<file path="config.mk">
export PLATFORM = sky130hd
export DESIGN_NAME = mad_decode
export DESIGN_NICKNAME = d
export VERILOG_FILES = /design/src/mad_pkg.sv /design/src/mad_decode.sv
export VERILOG_INCLUDE_DIRS = /design/src /design/src/src
export SDC_FILE = /design/constraint.sdc
export NUM_CORES = 1
export LEC_CHECK = 0
export ABC_AREA = 1
export BUFFER_PORTS_ARGS = -buffer_cell sky130_fd_sc_hd__buf_2
export CAP_MARGIN = 10
export CORE_AREA = 2 2 148 150
export CTS_CLUSTER_SIZE = 14
export DETAILED_ROUTE_END_ITERATION = 10
export DIE_AREA = 0 0 150 152
export GPL_ROUTABILITY_DRIVEN = 0
export GPL_TIMING_DRIVEN = 0
export PLACE_DENSITY = 0.43
export SYNTH_ARGS = -nofsm -noshare
export SYNTH_HDL_FRONTEND = slang
export SYNTH_SLANG_ARGS = --single-unit
</file>
<file path="constraint.sdc">
create_clock -name clock -period 1.4 [get_ports clock]
set_clock_uncertainty 0.1 [all_clocks]
set_input_delay 0.07 -clock clock [delete_from_list [all_inputs] [get_ports clock]]
set_output_delay 0.07 -clock clock [all_outputs]
set_load 0.02 [all_outputs]
</file>
<file path="src/mad_consts.svh">
/*
 Offsets, field positions, reset values and cycle costs for the memory
 addressing decoder. Assumes inclusion by the decoder only.
*/
`ifndef MAD_CONSTS_SVH
`define MAD_CONSTS_SVH
`define MAD_BIT_RAM_BASE     8'h20
`define MAD_BIT_RAM_LAST     8'h2F
`define MAD_BIT_ADDR_LAST    8'h7F
`define MAD_SFR_BASE         8'h80
`define MAD_MEMCFG_ADDR      8'hAF
`define MAD_MEMCFG_RESET     8'h00
`define MAD_MEMCFG_EN_LSB    0
`define MAD_MEMCFG_EN_MSB    1
`define MAD_MEMCFG_EN_VAL    2'h1
`define MAD_EXTENDED_RAM_LAST        16'h00FF
`define MAD_CODE_ADDR_W      14
`define MAD_CYC_REG          4'h1
`define MAD_CYC_DIRECT       4'h2
`define MAD_CYC_INDIRECT     4'h2
`define MAD_CYC_IMM          4'h2
`define MAD_CYC_IMM_DATA_POINTER_PAIR     4'h3
`define MAD_CYC_XMOVE        4'h4
`define MAD_CYC_CODE_READ    4'h4
`define MAD_CYC_CODE_JUMP    4'h3
`define MAD_LEN_ONE          2'h1
`define MAD_LEN_TWO          2'h2
`define MAD_LEN_THREE        2'h3
`endif

</file>
<file path="src/mad_pkg.sv">
/*
 Types for the memory addressing decoder.
 Assumes nothing beyond a SystemVerilog compiler.
*/
package mad_pkg;
	typedef enum logic [3:0] {
		MAD_MODE_REG,
		MAD_MODE_DIRECT,
		MAD_MODE_INDIRECT,
		MAD_MODE_IMM,
		MAD_MODE_IMM_DATA_POINTER_PAIR,
		MAD_MODE_BIT,
		MAD_MODE_XDIRECT,
		MAD_MODE_XINDIRECT,
		MAD_MODE_CODE_DATA_POINTER_PAIR,
		MAD_MODE_CODE_PC,
		MAD_MODE_JUMP_DATA_POINTER_PAIR
	} mad_mode_t;
	typedef enum logic [2:0] {
		MAD_SPACE_NONE,
		MAD_SPACE_IRAM,
		MAD_SPACE_SFR,
		MAD_SPACE_EXTENDED_RAM,
		MAD_SPACE_CODE
	} mad_space_t;
endpackage

</file>
<file path="src/mad_decode.sv">
/*
 Memory-space selection and addressing-mode cost decoder for the core.
 Assumes requests come from core logic on the same clock; one request per
 valid cycle, answer registered one cycle later.
*/
//Function
//(RULE_01) Bit addresses 00-7F map to RAM bytes 20h-2Fh, eight bits each.
//(RULE_02) Special registers sit at 80h-FFh, reachable only by direct addressing.
//(RULE_03) Direct below 80h selects RAM; direct 80h-FFh selects special register.
//(RULE_04) Indirect access to 80h-FFh selects upper internal RAM, never special registers.
//(RULE_05) Only flagged special registers accept single-bit access.
//(RULE_06) Extended RAM is 256 bytes at 0000h-00FFh, via extended moves only.
//(RULE_07) Extended RAM enabled only when configuration bits [1:0] equal 01.
//(RULE_08) No external memory; extended and code accesses stay on chip.
//(RULE_09) Code space is 16 kbyte flash, read only by code moves.
//(RULE_10) Code address is accumulator plus pointer or PC; reads 4, jump 3 cycles.
//(RULE_11) Extended direct uses the data pointer pair; 1 byte, 4 cycles.
//(RULE_12) Extended indirect uses an 8-bit index register; 1 byte, 4 cycles.
//(RULE_13) Immediate 2/2, pointer immediate 3/3, direct 2/2, register 1/1, indirect 1/2.
//(RULE_14) Register-to-register operation is the cheapest mode.
//(RULE_15) Most instructions take one or two cycles.
//(RULE_16) Add register 1 byte 1 cycle; add indirect 1 byte 2 cycles.
//(RULE_17) Stack pointer addresses extended RAM, apart from data RAM.
//(RULE_18) Data pointer extended moves use only the low eight address bits.
`timescale 1ns/1ps
`include "mad_consts.svh"
module mad_decode
	import mad_pkg::*;
#(
	parameter int CODE_ADDR_W = `MAD_CODE_ADDR_W
) (
	input  wire logic                   clock,
	input  wire logic                   nrst,
	input  wire logic                   req_valid,
	input  wire mad_mode_t              req_mode,
	input  wire logic [7:0]             operand,
	input  wire logic [7:0]             index_register,
	input  wire logic [15:0]            data_pointer_pair,
	input  wire logic [15:0]            program_counter,
	input  wire logic [7:0]             accumulator,
	input  wire logic [7:0]             stack_pointer,
	input  wire logic                   stack_access,
	input  wire logic                   sfr_wr,
	input  wire logic [7:0]             sfr_wdata,
	input  wire logic [255:0]           sfr_bit_capable,
	output logic                        ans_valid,
	output mad_space_t                  ans_space,
	output logic [7:0]                  ans_addr,
	output logic [2:0]                  ans_bit,
	output logic [CODE_ADDR_W-1:0]      ans_code_addr,
	output logic [1:0]                  ans_bytes,
	output logic [3:0]                  ans_cycles,
	output logic                        ans_fault,
	output logic [7:0]                  memory_configuration
);
	logic [7:0]             memcfg_reg;
	logic                   valid_reg;
	mad_space_t             space_reg;
	mad_space_t             space_next;
	logic [7:0]             addr_reg;
	logic [7:0]             addr_next;
	logic [2:0]             bit_reg;
	logic [2:0]             bit_next;
	logic [CODE_ADDR_W-1:0] code_reg;
	logic [CODE_ADDR_W-1:0] code_next;
	logic [1:0]             bytes_reg;
	logic [1:0]             bytes_next;
	logic [3:0]             cycles_reg;
	logic [3:0]             cycles_next;
	logic                   fault_reg;
	logic                   fault_next;
	logic                   extended_ram_en;

	// Flash index arithmetic shared by the three code-indirect forms
	function automatic logic [CODE_ADDR_W-1:0] code_index(input logic [15:0] base, input logic [7:0] acc);
		logic [15:0] sum;
		sum = base + {8'h00, acc};
		return sum[CODE_ADDR_W-1:0];
	endfunction

	// Whole byte is kept for read-back; only the two low bits gate the extended RAM
	assign extended_ram_en = (memcfg_reg[`MAD_MEMCFG_EN_MSB:`MAD_MEMCFG_EN_LSB] == `MAD_MEMCFG_EN_VAL); // RULE_07

	always_ff @(posedge clock or negedge nrst) begin
		if (!nrst) begin
			memcfg_reg <= `MAD_MEMCFG_RESET;
		end else if (sfr_wr) begin
			memcfg_reg <= sfr_wdata; // RULE_07
		end
	end

	always_comb begin
		space_next  = MAD_SPACE_NONE;
		addr_next   = operand;
		bit_next    = 3'h0;
		code_next   = '0;
		bytes_next  = `MAD_LEN_ONE;
		cycles_next = `MAD_CYC_REG;
		fault_next  = 1'b0;
		case (req_mode)
			MAD_MODE_REG: begin
				space_next  = MAD_SPACE_IRAM;
				bytes_next  = `MAD_LEN_ONE; // RULE_16
				cycles_next = `MAD_CYC_REG; // RULE_14
			end
			MAD_MODE_DIRECT: begin
				// Only direct and bit addressing reach the special registers
				space_next  = (operand < `MAD_SFR_BASE) ? MAD_SPACE_IRAM : MAD_SPACE_SFR; // RULE_03 RULE_02
				bytes_next  = `MAD_LEN_TWO; // RULE_13
				cycles_next = `MAD_CYC_DIRECT; // RULE_13
			end
			MAD_MODE_INDIRECT: begin
				addr_next   = index_register;
				space_next  = MAD_SPACE_IRAM; // RULE_04 RULE_02
				bytes_next  = `MAD_LEN_ONE; // RULE_16
				cycles_next = `MAD_CYC_INDIRECT; // RULE_13
			end
			MAD_MODE_IMM: begin
				bytes_next  = `MAD_LEN_TWO; // RULE_13
				cycles_next = `MAD_CYC_IMM;
			end
			MAD_MODE_IMM_DATA_POINTER_PAIR: begin
				bytes_next  = `MAD_LEN_THREE; // RULE_13
				cycles_next = `MAD_CYC_IMM_DATA_POINTER_PAIR;
			end
			MAD_MODE_BIT: begin
				bytes_next  = `MAD_LEN_TWO; // RULE_15
				cycles_next = `MAD_CYC_DIRECT;
				bit_next    = operand[2:0];
				if (operand <= `MAD_BIT_ADDR_LAST) begin
					space_next = MAD_SPACE_IRAM;
					addr_next  = `MAD_BIT_RAM_BASE + {3'h0, operand[6:3]}; // RULE_01
				end else if (sfr_bit_capable[{operand[7:3], 3'h0}]) begin
					space_next = MAD_SPACE_SFR;
					addr_next  = {operand[7:3], 3'h0}; // RULE_05
				end else begin
					fault_next = 1'b1; // RULE_05
				end
			end
			MAD_MODE_XDIRECT, MAD_MODE_XINDIRECT: begin
				bytes_next  = `MAD_LEN_ONE;
				cycles_next = `MAD_CYC_XMOVE; // RULE_11 RULE_12
				if (stack_access) begin
					addr_next = stack_pointer; // RULE_17
				end else if (req_mode == MAD_MODE_XDIRECT) begin
					addr_next = data_pointer_pair[7:0]; // RULE_18 RULE_11
				end else begin
					addr_next = index_register; // RULE_12
				end
				// Disabled extended RAM faults rather than going off chip
				if (extended_ram_en) begin
					space_next = MAD_SPACE_EXTENDED_RAM; // RULE_06 RULE_08
				end else begin
					fault_next = 1'b1; // RULE_07
				end
			end
			MAD_MODE_CODE_DATA_POINTER_PAIR, MAD_MODE_CODE_PC: begin
				space_next  = MAD_SPACE_CODE; // RULE_09 RULE_08
				code_next   = code_index((req_mode == MAD_MODE_CODE_PC) ? program_counter : data_pointer_pair,
					accumulator); // RULE_10
				cycles_next = `MAD_CYC_CODE_READ; // RULE_10
			end
			MAD_MODE_JUMP_DATA_POINTER_PAIR: begin
				code_next   = code_index(data_pointer_pair, accumulator); // RULE_10
				cycles_next = `MAD_CYC_CODE_JUMP; // RULE_10
			end
			default: begin
				fault_next = 1'b1;
			end
		endcase
	end

	always_ff @(posedge clock or negedge nrst) begin
		if (!nrst) begin
			valid_reg  <= 1'b0;
			space_reg  <= MAD_SPACE_NONE;
			addr_reg   <= 8'h00;
			bit_reg    <= 3'h0;
			code_reg   <= '0;
			bytes_reg  <= 2'h0;
			cycles_reg <= 4'h0;
			fault_reg  <= 1'b0;
		end else begin
			valid_reg  <= req_valid;
			space_reg  <= space_next;
			addr_reg   <= addr_next;
			bit_reg    <= bit_next;
			code_reg   <= code_next;
			bytes_reg  <= bytes_next;
			cycles_reg <= cycles_next;
			fault_reg  <= fault_next;
		end
	end

	assign ans_valid            = valid_reg;
	assign ans_space            = space_reg;
	assign ans_addr             = addr_reg;
	assign ans_bit              = bit_reg;
	assign ans_code_addr        = code_reg;
	assign ans_bytes            = bytes_reg;
	assign ans_cycles           = cycles_reg;
	assign ans_fault            = fault_reg;
	assign memory_configuration = memcfg_reg;
endmodule // mad_decode

</file>
Yosys cells after proc, flatten, opt, wreduce, memory -nomap -nowiden
Index checks and enable logic that the tools add are counted.

storage, ports and cells
  logic and storage cells = 56
  flip-flop bits (word level) = 44

cells by class
  eq/ne operators = 11
  $add $sub $neg = 3
  $lt $le $gt $ge = 3
  reductions and logical operators = 9
  multiplexer cells = 21

operator list
  cell                                                             count
  adder 14 x 8 -> 14 bit                                           2
  case mux 14 bit (2 select lines)                                 1
  two-way mux 8 bit                                                3
  case mux 8 bit (3 select lines)                                  1
  equality test 4 x 3 -> 1 bit (second input constant)             4
  case mux 3 bit (5 select lines)                                  1
  two-way mux 14 bit                                               1
  equality test 4 bit (second input constant)                      3
  less-than comparator 8 x 9 -> 1 bit (second input constant)      1
  case mux 3 bit (3 select lines)                                  1
  equality test 4 x 2 -> 1 bit (second input constant)             2
  less-or-equal comparator 8 x 7 -> 1 bit (second input constant)  1
  less-than comparator 8 bit (second input constant)               1
  two-way mux 2 bit                                                4
  OR reduction 2 bit                                               4
  OR reduction 4 bit                                               2
  OR reduction 8 bit                                               1
  adder 6 x 4 -> 7 bit (first input constant)                      1
  two-way mux 3 bit                                                2
  binary-select mux 1 bit (select 5 bit)                           1
  equality test 4 x 1 -> 1 bit (second input constant)             1
  logical NOT 4 bit                                                1
  two-way mux 1 bit                                                4
  case mux 2 bit (2 select lines)                                  1
  other kinds (3)                                                  3

Depth between registers and ports, before layout
Gate-level depths: netlist of the first run.

  depth in word-level cells = 5
  depth in mapped cells = 16
  depth with buffers taken out = 15

Worst setup path after synthesis of the first run
No wires, ideal clock.

  path kind = input port to flip-flop
  start point = input port req_mode[2]
  end point = register code_reg[6], in the netlist ans_code_addr[6]
  stages on the path = 15
  setup slack = -0.841 ns
  data arrival time = 2.023 ns
  cells stage by stage = inv_2 -> nand2_1 -> nor2_4 -> clkbuf_1 -> o21ai_0 -> ha_1 -> fa_1 -> nand2_1 -> nor2_1 -> nor2_1 -> nor2_1 -> o21ai_0 -> nand2_1 -> xnor2_1 -> nor2_1

on the way
  word-level cells in the longest chain between the ends = 4
  elaborated cells between the ends (all ways) = 7
  classes of those cells = add/sub: 1; eq/ne: 3; mux: 2; reduce/logical: 1

ends and longest elaborated chain
  element                               RTL line                              text
  from (decl)                           mad_decode.sv:35                      input wire mad_mode_t req_mode,
  equality test 4 bit                   mad_decode.sv:100, mad_decode.sv:159
  two-way mux 14 bit                    mad_decode.sv:159                     code_next = code_index((req_mode == MAD_MODE_CODE_PC) ? program_counter : data_pointer_pair,
  adder 14 x 8 -> 14 bit                mad_decode.sv:77                      sum = base + {8'h00, acc};
  case mux 14 bit (2 select lines) (*)  mad_decode.sv:100                     case (req_mode)
  named net code_next[6]                mad_decode.sv:65                      logic [CODE_ADDR_W-1:0] code_next;
  to (signal assigned)                  mad_decode.sv:188                     code_reg <= code_next;
  to (decl)                             mad_decode.sv:64                      logic [CODE_ADDR_W-1:0] code_reg;

Mark *: on every way through the listed nets, which the timed path passes. The rest lies on a longest branch.
A chain may end at the register's enable or synchronous reset.

Final worst setup path of the first run
  start point = input port req_mode[1]
  end point = register code_reg[12], in the netlist ans_code_addr[12]

Same word-level chain as after synthesis.

==> out/results.txt, run 1 <==
Critical path startpoint category: input pin
Dpl hpwl: 10400 um
Synth Cell Area: 0.00276 mm^2
Chip Width: 150 um
Final cycle utilization of the critical path: 136%
Worst Path Required: 1.53 ns
Final hold vios: 0
Worst-Margin Slew: 0.658 ns
Crit end category: flip-flop
Post-synth net total: 725
Vias per inst: 3.69
Failing checks: negative setup slack
Storage element area: 0.00108 mm^2
Die ar.: 0.0228 mm^2
Fin. max-slew vios: 0
Post-DRT Antenna Nets: 0
Layout cell share with drive strength beyond 1: 46.9%
Largest net degree at the start of global routing: 44
Worst-Skew Late Latency: 0.30 ns
Post-synth ARST share: 100%
Ys flop type: dfrtp_1
Nets: 922
Net Sw Frac: 34.8%
Initial Util: 12.9%
Logic pwr share: 33.2%
Endpoints failing setup: 12
DR vias: 3174
Num rows: 54
#FFs+latches synth: 43
Internal power: 2.59 mW
Clock transition at path regs: 0.08 ns
Status: finished, violations left
Worst-path maximum fanout: 4
First-pass GRT wire length: 19100 um
Fmax: 0.527 GHz
Die Y: 152 um
First-pass iteration count of the detailed router: 4
Num CTS Buffers: 5
Post-synth cell types: 32
Sequential Power Share: 34.3%
Peak VDD IR: 0.451 mV
Critical path class: in2reg
Max-Cap Viols: 0
Ports: 381
Wire length per cell: 15.2 um
CP arrival: 2.02 ns
Worst rel slew slack: 56.1%
Synth Warn #: 0
Min Tclk post-route: 1.90 ns
Final TNS setup: -3.58 ns
Grt ovf: 0
CTS H-tree lvls: 2
Yosys top cell by area: dfrtp_1
Static Leak: 2.44 nW
Clock sink count: 43
Vias in the first global route: 3060
P_sw: 1.38 mW
Area occupied by multi-input gates: 0.00177 mm^2
CTS root buf: clkbuf_16
Register area share after synthesis: 39.0%
Post-layout util: 22.8%
IO Port Bufs: 134
Area of the core: 0.0214 mm^2
Worst Hold Class: in2reg
Top post-synthesis cells by area: dfrtp_1 39%, nand2_1 12%, inv_1 6.3%, nor2_1 5.3%, nand3_1 4.5%
GRT Total Usage: 11.4%
RSZ-0062 raised after global routing: true
Post-synth EDFFs: 0
Buffer levels on the longest clock path: 2
Cells after synthesis: 378
Worst Setup Slack, final: -0.497 ns
CTS tree: done
Final wirelength: 13000 um
Initial antenna violation count: 8
Filler cells: 2419
PwrDens: 816 mW/mm^2
Initial drt markers: 94
Syn_area_per_cell: 7.30 um^2
Drt drc: 0
Top-area cell type share of the netlist area: 39.0%
Synth-to-layout area growth: 76.2%
Clk network pwr share: 32.5%
[cell type report]
cell class	instances	area share, %
clock buffer	5	2.57
antenna	3	0.154
timing repair buffer	190	25.1
inverter	55	4.92
clock inverter	3	0.540
sequential	43	22.1
multi-input combinational	272	36.3
tap	280	7.21
buffer	8	1.06
[power by group through the flow]
stage,Sequential (mW),Clock [mW],Combinational [mW]
CTS,1.36,1.35,1.22
global route,1.37,1.39,1.45
global placement,1.39,0,0.985
finish,1.36,1.29,1.32
floorplan,1.50,0,0.428
detailed placement,1.38,0,0.988
[layer usage]
layer,GRT usage [%],part of all wire (%),up-vias
li1,-,-,1618
met1,17.0,50,1426
met2,15.5,40,100
met3,3.78,8.1,20
met4,2.70,1.1,10
met5,0,0.53,-
[worst max-delay path, cell delays in order]
cell and delay [ns]:
buf_12 0.12, inv_16 0.05, nand2_4 0.04, nor2_4 0.15
buf_6 0.15, nand2_2 0.05, o21ai_2 0.05, ha_2 0.21
fa_2 0.24, nand2_4 0.06, nor2_4 0.11, nor2_4 0.06
buf_6 0.11, o21ai_4 0.21, nand3_2 0.09, nand2_1 0.07
nand2_1 0.04, nor2_1 0.13
[state kept, by name, summed over array words and instances, names as in the netlist]
signal / count
ans_valid: 1
ans_space: 3
memory_configuration: 8
ans_bit: 3
ans_addr: 8
ans_fault: 1
ans_cycles: 3
ans_bytes: 2
ans_code_addr: 14
[layout by cell type (no fill, tap or decap), drive strengths merged, types with 2 or more instances in the layout]
cell type,n
inv,57
buf,174
o21ai,41
mux2,6
nand3,27
o211ai,5
clkbuf,10
nand2,96
dlygate4sd3,19
nor2,48
diode,3
ha,9
nand4,3
nor3,4
dfrtp,43
a21oi,24
o221ai,2
[timing repair]
item / CTS / global route
buffers inserted: 28 / 10
setup endpoints to repair: 13 / 63
pin swaps: 26 / 26
hold endpoints to repair: 64 / 0
resized for setup: 43 / 42
hold buffers: 19 / 0
[cells by family (layout without fill, tap and decap cells)]
family,after synthesis,count (layout),synth area share [%]
AOI/OAI and AO/OA,76,76,15.0
xor gates and xnor gates,1,1,0.318
adders and majority gates,10,10,4.81
buffers and inverters,63,261,8.89
DFF,43,43,39.0
muxes,6,6,2.45
other,1,4,0.136
and+or+nand+nor,178,178,29.4
[through the flow]
step | area (um^2) | total power [mW] | setup slack, ns | hold slack (ns) | cells
2_1_floorplan | 2840 | 1.93 | -0.529 | -0.326 | 378
3_3_place_gp | 3860 | 2.37 | -1.35 | 0.0829 | 792
3_5_place_dp | 3860 | 2.37 | -1.34 | 0.0893 | 792
4_1_cts | 4600 | 3.93 | -0.499 | 0.00488 | 846
5_1_grt | 4850 | 4.21 | -0.627 | 0.0177 | 856
6_report | 4860 | 3.97 | -0.497 | 0.0174 | 859
[synthesized netlist by cell type, types with 2 or more instances]
library cell,instances
o21ai_0,25
mux2_2,6
nand2_1,88
clkbuf_1,5
nand4_1,3
inv_2,8
o21ai_1,16
nor2_4,5
nand2_2,7
dfrtp_1,43
a21oi_1,24
nor2_2,3
ha_1,9
nor2_1,39
o221ai_1,2
buf_4,2
o211ai_1,5
inv_1,46
nor3_1,4
nand3_1,25
nand3_2,2
[path summary, 6_finish.rpt]
kind | start | to | slack, ns | cells after the start
min reg2reg | memory_configuration[5] | memory_configuration[5] | 0.41 | 1
min in group asynchronous | nrst | ans_space[0] | 0.27 | 2
max | req_mode[1] | ans_code_addr[12] | -0.50 | 18
max reg2reg | memory_configuration[1] | ans_space[0] | 0.48 | 3
min | index_register[6] | ans_addr[6] | 0.02 | 3
max in group asynchronous | nrst | ans_code_addr[2] | 0.51 | 2
Power figures use the tool's default switching activity.
==> run 2: changes to the inputs <==
--- a/config.mk
+++ b/config.mk
@@ -9,13 +9,15 @@
 export ABC_AREA = 1
 export BUFFER_PORTS_ARGS = -buffer_cell sky130_fd_sc_hd__buf_2
 export CAP_MARGIN = 10
-export CORE_AREA = 2 2 148 150
+export CORE_AREA = 2 2 146 148
+export CTS_CLUSTER_DIAMETER = 60
 export CTS_CLUSTER_SIZE = 14
 export DETAILED_ROUTE_END_ITERATION = 10
-export DIE_AREA = 0 0 150 152
+export DIE_AREA = 0 0 148 150
 export GPL_ROUTABILITY_DRIVEN = 0
 export GPL_TIMING_DRIVEN = 0
-export PLACE_DENSITY = 0.43
+export PLACE_DENSITY = 0.44
+export SLEW_MARGIN = 25
 export SYNTH_ARGS = -nofsm -noshare
 export SYNTH_HDL_FRONTEND = slang
 export SYNTH_SLANG_ARGS = --single-unit
==> constraint.sdc (replaced) <==
create_clock -name clock -period 1.8 [get_ports clock]
set_clock_uncertainty 0.1 [all_clocks]
set_input_delay 0.09 -clock clock [delete_from_list [all_inputs] [get_ports clock]]
set_output_delay 0.09 -clock clock [all_outputs]
set_load 0.02 [all_outputs]
==> out/results.txt, run 2 (synthesis gave the netlist of run 1 again) <==
Vias in the first global route: 3080
First-pass GRT wire length: 18300 um
Hold path startpoint: req_mode[0]
Final wirelength: 12500 um
Post-DRT Antenna Nets: 0
Crit end category: flip-flop
Non-Filler Instances: 848
Largest net degree at the start of global routing: 44
Peak VDD IR: 0.319 mV
Reg2Reg Launch Point: memory_configuration[1]
Worst Hold Class: in2reg
RSZ-0062 raised after global routing: true
Worst rel slew slack: 60.8%
Final instance area: 0.00482 mm^2
Worst-Skew Late Latency: 0.28 ns
GRT Total Usage: 11.1%
Worst-Margin Slew: 0.588 ns
Initial antenna violation count: 2
Layout cell share with drive strength beyond 1: 46.4%
Synth-to-layout area growth: 74.7%
Fin. max-slew vios: 0
Critical path startpoint category: input pin
Die Y: 150 um
Drt drc: 0
Static Leak: 2.40 nW
CTS root buf: clkbuf_16
CP startpoint: req_mode[1]
Final cycle utilization of the critical path: 104%
Final hold vios: 0
Worst Path Required: 1.88 ns
Reg-to-Reg End: ans_space[0]
Num rows: 53
Max reg flops: 14
Die ar.: 0.0222 mm^2
Failing checks: negative setup slack
Final hold slack: 0.0245 ns
Reg2reg setup slack: 0.91 ns
Max-Cap Viols: 0
Chip Width: 148 um
CP Capture Point: ans_code_addr[6]
Commonest cells after routing, fill and taps aside: 130 x buf_2, 68 x nand2_1, 44 x inv_1
Status: finished, violations left
Min Tclk post-route: 1.86 ns
Cells on worst reg2reg path: 3
Tot Pwr: 3.15 mW
Clock transition at path regs: 0.07 ns
Vias per inst: 3.71
Leading cell type in the layout, fill and taps excluded: buf_2
Critical path class: in2reg
CTS tree: done
Endpoints failing setup: 3
First-pass iteration count of the detailed router: 4
Fmax: 0.536 GHz
Area of the core: 0.0207 mm^2
Ports: 381
Dpl hpwl: 10100 um
Cells after DPL: 787
CP arrival: 1.94 ns
DR vias: 3143
Grt ovf: 0
Worst Setup Slack, final: -0.0645 ns
Clock sink count: 43
Initial drt markers: 128
Wire length per cell: 14.8 um
Nets: 917
IO Port Bufs: 134
PwrDens: 653 mW/mm^2
Worst-path maximum fanout: 5
Buffer levels on the longest clock path: 2
Num CTS Buffers: 5
Initial Util: 13.3%
CTS H-tree lvls: 2
Placed inst area: 0.00384 mm^2
-- run 2: metrics by stage --
step	setup slack (ns)	TNS, ns	utilization (%)
final	-0.0645	-0.105	23.3
after global routing	-0.189	-0.888	23.3
after CTS	-0.200	-0.947	21.4
after detailed placement	-0.857	-8.44	18.5
after global placement	-0.856	-8.37	18.5
after floorplan	-0.150	-0.241	-
-- run 2: layout make-up --
class / instances / area (um^2)
antenna: 2 / 5.00
buffer: 8 / 50.0
clock buffer: 5 / 125
clock inverter: 3 / 46.3
fill: 2370 / 15900
inverter: 55 / 233
multi-input combinational: 272 / 1750
sequential: 43 / 1080
tap: 275 / 344
timing repair buffer: 185 / 1190
-- run 2: worst min path at each step --
stage	endpoint	slack (ns)	cells past startpoint
after floorplan	ans_addr[0]	-0.31	0
after detailed placement	ans_valid	0.04	1
final	ans_space[0]	0.02	2
after CTS	ans_space[1]	0.03	3
after global placement	ans_valid	0.10	1
after global routing	ans_space[0]	0.01	2
-- run 2: metal layers --
| layer | GRT usage [%] | up-vias | part of all wire (%) |
|---|---|---|---|
| met5 | 0 | - | 0 |
| met4 | 2.67 | 0 | 1.0 |
| met1 | 17.5 | 1412 | 54 |
| met3 | 2.01 | 7 | 5.5 |
| li1 | - | 1612 | - |
| met2 | 15.2 | 112 | 40 |
-- run 2: worst max-delay path: stages --
cell and delay (ns):
buf_12 0.12, inv_16 0.05, nand2_4 0.04, nor2_4 0.16
buf_8 0.14, o21ai_4 0.06, ha_4 0.17, fa_2 0.36
nand2_2 0.11, nor2_4 0.04, nor2_4 0.14, nor2_2 0.06
o21ai_1 0.12, nand2_1 0.08, xnor2_1 0.13, nor2_1 0.06
-- run 2: power breakdown --
part	internal [mW]	switching (mW)
sequential	1.03	0.0232
clock	0.661	0.445
combinational	0.420	0.564
total	2.12	1.03
-- run 2: timing repair --
item / CTS / global route
endpoints found under the setup margin: 10 / 10
endpoints found under the hold margin: 64 / 0
resized for setup: 24 / 62
buffers inserted: 17 / 16
hold buffers: 19 / 0
pin swaps: 20 / 45
gates cloned: 0 / 0
